[src/hw/brk_params.svh]
// register map and constants of the breakpoint address unit
`ifndef BRK_PARAMS_SVH
`define BRK_PARAMS_SVH

`define BRK_OFS_STATUS_CONTROL 6'h00
`define BRK_OFS_ADDRESS_HIGH   6'h04
`define BRK_OFS_ADDRESS_LOW    6'h08
`define BRK_OFS_AUXILIARY      6'h0c
`define BRK_OFS_WAIT_STATUS    6'h10
`define BRK_OFS_FLAG_CONTROL   6'h14
`define BRK_OFS_IRQ_STATUS     6'h18
`define BRK_OFS_IRQ_MASK       6'h1c

`define BRK_BIT_ENABLE         7
`define BRK_BIT_ACTIVE         6
`define BRK_BIT_WDOG_DISABLE   7
`define BRK_BIT_WAIT_EXIT      1
`define BRK_BIT_FLAG_CLEAR     7

`define BRK_IRQ_TAKEN          0
`define BRK_IRQ_WAIT_EXIT      1

`define BRK_VEC_NORMAL         16'hfffc
`define BRK_VEC_MONITOR        16'hfefc

`define BRK_RST_BYTE           8'h00
`define BRK_RST_WORD           32'h0000_0000
`define BRK_RST_VEC            16'h0000
`define BRK_RST_IRQ            2'h0

`endif

[src/hw/brk_pkg.sv]
// types of the breakpoint address unit
`default_nettype none
package brk_pkg;

  typedef struct packed {
    logic        ack;
    logic [31:0] rdat;
    logic        break_enable_bit;
    logic        break_active_bit;
    logic [7:0]  addr_h;
    logic [7:0]  addr_l;
    logic        break_watchdog_disable;
    logic        wait_exit_by_break_flag;
    logic        flag_clear_enable;
    logic        armed;
    logic        pend;
    logic        brk_state;
    logic        req;
    logic [15:0] vec;
    logic [7:0]  opc;
    logic [1:0]  irq_st;
    logic [1:0]  irq_msk;
    logic        irq;
    logic        freeze;
    logic        cop_dis;
    logic        clr_ok;
  } brk_state_t;

endpackage
`default_nettype wire

[src/hw/breakpoint_address_unit.sv]
// breakpoint address unit with wishbone register slave
`include "brk_params.svh"
`default_nettype none

module breakpoint_address_unit #(
  parameter logic [7:0] SWI_OPCODE = 8'h00
) (
  // clock and reset
  input  wire logic        mclk_i,
  input  wire logic        rst_i,
  // wishbone slave
  input  wire logic        cyc_i,
  input  wire logic        stb_i,
  input  wire logic        we_i,
  input  wire logic [5:0]  adr_i,
  input  wire logic [3:0]  sel_i,
  input  wire logic [31:0] dat_i,
  output logic      [31:0] dat_o,
  output logic             ack_o,
  // cpu core side
  input  wire logic [15:0] cpu_addr_i,
  input  wire logic        cpu_addr_valid_i,
  input  wire logic        cpu_opcode_fetch_i,
  input  wire logic        cpu_instr_end_i,
  input  wire logic        return_from_interrupt_i,
  input  wire logic        monitor_mode_i,
  input  wire logic        wait_mode_i,
  // system integration side
  output logic             breakpoint_request_o,
  output logic      [15:0] break_vector_o,
  output logic      [7:0]  software_interrupt_opcode_o,
  output logic             break_state_o,
  output logic             timer_freeze_o,
  output logic             watchdog_disable_o,
  output logic             flag_clear_enable_o,
  // interrupt
  output logic             irq_o
);

  brk_pkg::brk_state_t s_q;
  brk_pkg::brk_state_t s_d;

  logic        acc;
  logic        wr;
  logic        wr_lane0;
  logic        hit;
  logic        take;
  logic [7:0]  rd;
  logic [7:0]  wb;

  always_comb begin
    s_d      = s_q;
    acc      = cyc_i & stb_i;
    wr       = acc & we_i & s_q.ack;
    wr_lane0 = wr & sel_i[0];
    wb       = dat_i[7:0];
    rd       = `BRK_RST_BYTE;
    // full address compare, halted bus never matches
    hit = s_q.break_enable_bit & s_q.armed & cpu_addr_valid_i & ~s_q.brk_state &
          (cpu_addr_i == {s_q.addr_h, s_q.addr_l});
    take = (hit & cpu_opcode_fetch_i) |
           (s_q.pend & cpu_instr_end_i & ~s_q.brk_state);

    // bus answer, one cycle after request
    s_d.ack = acc & ~s_q.ack;
    case (adr_i)
      `BRK_OFS_STATUS_CONTROL: begin
        rd[`BRK_BIT_ENABLE] = s_q.break_enable_bit;
        rd[`BRK_BIT_ACTIVE] = s_q.break_active_bit;
      end
      `BRK_OFS_ADDRESS_HIGH: rd = s_q.addr_h;
      `BRK_OFS_ADDRESS_LOW:  rd = s_q.addr_l;
      `BRK_OFS_AUXILIARY:    rd[`BRK_BIT_WDOG_DISABLE] = s_q.break_watchdog_disable;
      `BRK_OFS_WAIT_STATUS:  rd[`BRK_BIT_WAIT_EXIT] = s_q.wait_exit_by_break_flag;
      `BRK_OFS_FLAG_CONTROL: rd[`BRK_BIT_FLAG_CLEAR] = s_q.flag_clear_enable;
      `BRK_OFS_IRQ_STATUS:   rd[1:0] = s_q.irq_st;
      `BRK_OFS_IRQ_MASK:     rd[1:0] = s_q.irq_msk;
      default:               rd = `BRK_RST_BYTE;
    endcase
    s_d.rdat = (acc & ~we_i & ~s_q.ack) ? {24'h000000, rd} : `BRK_RST_WORD;

    // register writes, taking effect on the ack edge
    if (wr_lane0) begin
      case (adr_i)
        `BRK_OFS_STATUS_CONTROL: begin
          s_d.break_enable_bit = wb[`BRK_BIT_ENABLE];
          s_d.break_active_bit = wb[`BRK_BIT_ACTIVE];
          if (wb[`BRK_BIT_ACTIVE]) begin
            s_d.pend = 1'b1;
          end
        end
        `BRK_OFS_ADDRESS_HIGH: begin
          s_d.addr_h = wb;
          s_d.armed  = 1'b1;
        end
        `BRK_OFS_ADDRESS_LOW: begin
          s_d.addr_l = wb;
          s_d.armed  = 1'b1;
        end
        `BRK_OFS_AUXILIARY: s_d.break_watchdog_disable = wb[`BRK_BIT_WDOG_DISABLE];
        `BRK_OFS_WAIT_STATUS: begin
          if (!wb[`BRK_BIT_WAIT_EXIT]) begin
            s_d.wait_exit_by_break_flag = 1'b0;
          end
        end
        `BRK_OFS_FLAG_CONTROL: s_d.flag_clear_enable = wb[`BRK_BIT_FLAG_CLEAR];
        `BRK_OFS_IRQ_STATUS:   s_d.irq_st = s_q.irq_st & ~wb[1:0];
        `BRK_OFS_IRQ_MASK:     s_d.irq_msk = wb[1:0];
        default: s_d.armed = s_q.armed;
      endcase
    end

    // operand match waits for instruction end
    if (hit & ~cpu_opcode_fetch_i) begin
      s_d.pend = 1'b1;
    end
    if (hit) begin
      s_d.break_active_bit  = 1'b1;
      s_d.armed = 1'b0;
    end

    // break taken
    s_d.req = take;
    if (take) begin
      s_d.pend      = 1'b0;
      s_d.break_active_bit      = 1'b1;
      s_d.brk_state = 1'b1;
      s_d.opc       = SWI_OPCODE;
      s_d.vec       = monitor_mode_i ? `BRK_VEC_MONITOR
                                     : `BRK_VEC_NORMAL;
      s_d.irq_st[`BRK_IRQ_TAKEN] = 1'b1;
      if (wait_mode_i) begin
        s_d.wait_exit_by_break_flag = 1'b1;
        s_d.irq_st[`BRK_IRQ_WAIT_EXIT] = 1'b1;
      end
    end else if (return_from_interrupt_i & s_q.brk_state) begin
      s_d.brk_state = 1'b0;
    end

    // outputs derived from next state
    s_d.irq     = |(s_d.irq_st & s_d.irq_msk);
    s_d.freeze  = s_d.brk_state;
    s_d.cop_dis = s_d.brk_state & monitor_mode_i & s_d.break_watchdog_disable;
    s_d.clr_ok  = ~s_d.brk_state | s_d.flag_clear_enable;
  end

  always_ff @(posedge mclk_i or posedge rst_i) begin
    if (rst_i) begin
      s_q           <= '0;
      s_q.armed     <= 1'b1;
      s_q.clr_ok    <= 1'b1;
      s_q.addr_h    <= `BRK_RST_BYTE;
      s_q.addr_l    <= `BRK_RST_BYTE;
      s_q.vec       <= `BRK_RST_VEC;
      s_q.irq_st    <= `BRK_RST_IRQ;
      s_q.irq_msk   <= `BRK_RST_IRQ;
    end else begin
      s_q <= s_d;
    end
  end

  assign dat_o                       = s_q.rdat;
  assign ack_o                       = s_q.ack;
  assign breakpoint_request_o        = s_q.req;
  assign break_vector_o              = s_q.vec;
  assign software_interrupt_opcode_o = s_q.opc;
  assign break_state_o               = s_q.brk_state;
  assign timer_freeze_o              = s_q.freeze;
  assign watchdog_disable_o          = s_q.cop_dis;
  assign flag_clear_enable_o         = s_q.clr_ok;
  assign irq_o                       = s_q.irq;
endmodule
`default_nettype wire

[config.mk]
export PLATFORM = sky130hd
export DESIGN_NAME = breakpoint_address_unit
export DESIGN_NICKNAME = d
export VERILOG_FILES = /design/src/hw/brk_pkg.sv /design/src/hw/breakpoint_address_unit.sv
export VERILOG_INCLUDE_DIRS = /design/src /design/src/hw
export SDC_FILE = /design/constraint.sdc
export NUM_CORES = 1
export LEC_CHECK = 0
export BUFFER_PORTS_ARGS = -buffer_cell sky130_fd_sc_hd__clkbuf_2
export CAP_MARGIN = 15
export CELL_PAD_IN_SITES_DETAIL_PLACEMENT = 2
export CELL_PAD_IN_SITES_GLOBAL_PLACEMENT = 2
export CORE_MARGIN = 2
export CORE_UTILIZATION = 28
export CTS_CLUSTER_DIAMETER = 100
export DETAILED_ROUTE_END_ITERATION = 6
export GPL_TIMING_DRIVEN = 0
export PLACE_DENSITY_LB_ADDON = 0.12
export SKIP_LAST_GASP = 1
export SLEW_MARGIN = 20
export SYNTH_ARGS = -nofsm -noshare
export SYNTH_HDL_FRONTEND = slang
export SYNTH_SLANG_ARGS = --single-unit
[constraint.sdc]
create_clock -name mclk_i -period 2.6 [get_ports mclk_i]
set_input_delay 0.39 -clock mclk_i [delete_from_list [all_inputs] [get_ports mclk_i]]
set_output_delay 0.39 -clock mclk_i [all_outputs]
set_load 0.01 [all_outputs]
# --- After elaboration in Yosys (flattened, before gate mapping) ---
# Index checks and enable logic that the tools add are counted.
word_totals:
  ff_bits: 51
  latch_bits: 0
  ramBits: 0
  rom_bits: 0
  out_inout_bits: 63
  mem_count: 0
op_classes:
  n_addsub: 0
  mul: 0
  n_div: 0
  magnitude_cmp: 0
  n_eq_ne: 8
  n_shift: 0
  muxes: 32
  bitwise_logic: 28
  reduce_logical: 16
op_table:
  columns: ["cell", "count"]
  rows:
  - ["== test 6 x 5 -> 1 bit (second input constant)", 4]
  - ["two-way mux 8 bit", 3]
  - ["two-way mux 22 bit", 1]
  - ["AND 1 bit", 18]
  - ["two-way mux 1 bit", 18]
  - ["== test 16 bit", 1]
  - ["nonzero test 3 bit", 5]
  - ["== test 6 x 4 -> 1 bit (second input constant)", 2]
  - ["one-hot mux 1 bit (5 select lines)", 2]
  - ["AND reduction 2 bit", 5]
  - ["two-way mux 9 bit", 1]
  - ["one-hot mux 4 bit (2 select lines)", 1]
  - ["== test 6 x 3 -> 1 bit (second input constant)", 1]
  - ["zero test 6 bit", 1]
  - ["two-way mux 2 bit", 3]
  - ["inverter 1 bit", 5]
  - ["AND 2 bit", 2]
  - ["two-way mux 4 bit", 1]
  - ["one-hot mux 1 bit (4 select lines)", 1]
  - ["nonzero test 2 bit", 2]
  - ["OR reduction 2 bit", 2]
  - ["one-hot mux 1 bit (3 select lines)", 1]
  - ["AND reduction 3 bit", 1]
  - ["inverter 2 bit", 1]
  - ["OR 1 bit", 2]

# --- Depth between registers and ports, before layout ---
depth:
  word_depth: 9
  depth_mapped: 7
  mapped_depth_nobuf: 6

# --- Worst setup path before layout ---
# No wires, ideal clock.
synth_path:
  path_type: "input -> register"
  startpoint: "input port adr_i[1]"
  endpoint: "register s_q[47] (netlist name)"
  arrival_time_ns: 1.607
  required_ns: 2.475
  slack_ns: 0.868
  stages: 5
  cell_sequence: "or3_1 buf_6 nor3_4 nand2_4 mux2_2"
synth_between:
  elab_chain_len: 2
synth_rtl:
  columns: ["element", "line", "source"]
  rows:
  - ["start: declaration", "breakpoint_address_unit.sv:15", "input wire logic [5:0] adr_i,"]
  - ["== test 6 x 3 -> 1 bit", "breakpoint_address_unit.sv:84", "case (adr_i)"]
  - ["AND reduction 2 bit (no source line)", null, null]
  - ["end: declaration", "breakpoint_address_unit.sv:40", "brk_pkg::brk_state_t s_q;"]
# Every way passes these cells.
# A chain may end at the register's enable or synchronous reset.

==> flow_metrics.tcl <==
set metrics [dict create \
    worst_slew_pin_slew_ps 532.1 \
    cts.sinks 43 \
    dp.cells 452 \
    synth_top_area_frac 0.4150 \
    multiInputGateArea_sq_um 1039 \
    setup_viol 0 \
    drive_above_1_share 0.4744 \
    wl_met3_um 373 \
    core_area_sq_um 8636 \
    die_area_sq_um 9597 \
    drc 0 \
    clk_pin_slew_ps 80 \
    hold_violations 0 \
    syn_to_final_growth_pct 28.95 \
    post_cts_buffers 0 \
    yosysWarnings 0 \
    finalClockSkew_ps 6.885 \
    avgSynthCellArea_sq_um 10.26 \
    p_leak_nw 1.760 \
    synthesis.area_sq_um 2472 \
    grt_max_degree 32 \
    wl_per_cell_um 14.02 \
    io_buffer_count 69 \
    start_kind "flip-flop" \
    powerDensity_nw_per_um2 423.6 \
    cts_tree "yes" \
    peakVddDrop_mv 0.2085 \
    synth_ff_type "dfrtp_1" \
    top_layer_used "met4" \
    firstDrtPassIters 5 \
    start_util 0.2863 \
    slowest_delay_ps 440 \
    insertion_delay_ps 300 \
    antenna_left 0 \
    syn_inst 241 \
    max_slew_margin 0.6453 \
    synth.most_common_cell "buf_4" \
    first_iter_violations 44 \
    preCtsSetupSlack_ps 429.6 \
    worstPathMaxFanout 10 \
    io-pin-count 132 \
    holdBufCountCts 0 \
    fin_ws_ps 563.1 \
    track_usage 0.1394 \
    gp_congestion 0.7482 \
    yosys.area.top_type "dfrtp_1" \
    n_fill_cell 991 \
    clockBufferDepth 2 \
    vias_per_cell 4.280 \
    cap_violations 0 \
    ys_seq_area_frac 0.4362 \
    cp-end-kind "flip-flop" \
    grt.overflow.total 0 \
    ys_seq_elements 43 \
    cts_resized 0 \
    numCtsBuffers 5 \
    vias 1969 \
    cts_root_buffer "clkbuf_8" \
    synthTopCellsByArea "dfrtp_1 41%, buf_4 18%, mux2_2 9.6%" \
    slew_violations 0 \
    crit_chain "xor2_1, nor4_1, nand4_1, o21a_1, buf_2, a221oi_1" \
    fin_nets 420 \
    wl_met1_um 2614 \
    synthArstFlopShare 1.000 \
    wl_um 6450 \
    finalSetupTns_ps 0 \
    antennaDiodeCount 0 \
    post-route-period-util 0.7834 \
    slowest_stage "nor4_1" \
    min_period_ps 2037 \
    htree_num_levels 2 \
    rows 34 \
    dp_hpwl_um 5223 \
    status "complete, no violations" \
    final_core_util 0.3692 \
    critPathArrivalTime_ps 2230 \
    worstSetupPathType "flip-flop to flip-flop" \
    ys_types 38 \
    synthTopCellsByCount "58 x buf_4, 41 x dfrtp_1, 21 x mux2_2" \
    grt_pass1_vias 2037 \
    finalNonFillerCells 460 \
    synth_edf_count 0 \
    antenna_found_initial 0 \
    dieHeight_um 97.97 \
    fmax_mhz 490.9 \
    grt_pass1_wl_um 10680 \
    critPathRequiredTime_ps 2790 \
    rsz0062_at_grt "false" \
    wl_met2_um 3397 \
    die_w_um 97.97 \
    seq_area_sq_um 1079 \
    hp-class "input pin to async pin" \
]
==> metal layers <==
layer | global-route usage | up-vias
met4 | 0.02885 | 0
li1 | - | 947
met3 | 0.03293 | 8
met2 | 0.2482 | 57
met1 | 0.1721 | 957
met5 | 0 | -
==> per-stage QoR <==
stage	hold slack (ps)	total power [mW]	area (sq um)
2_1_floorplan	459.1	0.8426	2596
3_3_place_gp	458.3	0.9151	3077
3_5_place_dp	355.6	0.9237	3097
4_1_cts	26.53	1.369	3188
5_1_grt	31.60	1.420	3188
6_report	22.49	1.351	3188
==> layout make-up <==
type                    instances  area share
well taps                     108     0.04239
clock buffers                   7     0.02708
clock inverters                 1    0.001570
multi-input cells             164      0.3257
inverters                       5    0.005887
flip-flops and latches         43      0.3383
repair buffers                 70      0.1146
plain buffers                  62      0.1444
==> critical path, delay by kind of cell (launching register included) <==
family / cells / cell delay (ps)
AOI/OAI and AO/OA: 2 / 520
xor gates and xnor gates: 1 / 150
buffers and inverters: 1 / 190
DFF: 1 / 410
and+or+nand+nor: 2 / 660
==> registers in the layout (all words and copies together), names as in the netlist <==
register and count:
ack_o 1, break_vector_o 2, breakpoint_request_o 1, dat_o 8, flag_clear_enable_o 1, irq_o 1
s_q 27, timer_freeze_o 1, watchdog_disable_o 1
==> power by group <==
part           total (mW)  internal [mW]  switching [mW]
Sequential          0.689          0.678          0.0106
Combinational       0.220          0.112           0.107
Clock               0.442          0.215           0.228
==> worst paths after layout <==
kind	cells after the start	from	slack [ps]	endpoint
max	6	s_q[39]	560	watchdog_disable_o
min	2	rst_i	20	s_q[5]
max reg2reg	6	s_q[39]	560	watchdog_disable_o
min reg2reg	1	ack_o	470	ack_o
max in group asynchronous	3	rst_i	2030	s_q[35]
min in group mclk_i	3	monitor_mode_i	330	watchdog_disable_o
==> cell usage in the layout, fill, tap and decap left out, types with 2 or more instances in the layout <==
cell and count:
clkbuf_8 6, xnor2_1 9, conb_1 34, nor3_1 6, a222oi_1 2, nor2_1 15, nand3b_1 4, dfstp_2 2
buf_2 2, a21oi_1 3, buf_4 58, xor2_1 8, clkbuf_2 69, nand2_1 20, or3_1 2, inv_1 4
nand2b_1 4, o21ai_0 2, nand3_1 6, a22oi_1 7, o21a_1 3, dfrtp_1 41, nand4_1 3, a221oi_1 2
mux2_2 21
==> cells by family after synthesis <==
family / synth area share
AOI/OAI and AO/OA: 0.06832
muxes: 0.09565
and+or+nand+nor: 0.1442
other: 0.001517
buffers and inverters: 0.1938
xor gates and xnor gates: 0.06023
DFF: 0.4362
No activity file was read; power rests on OpenSTA's default activity.
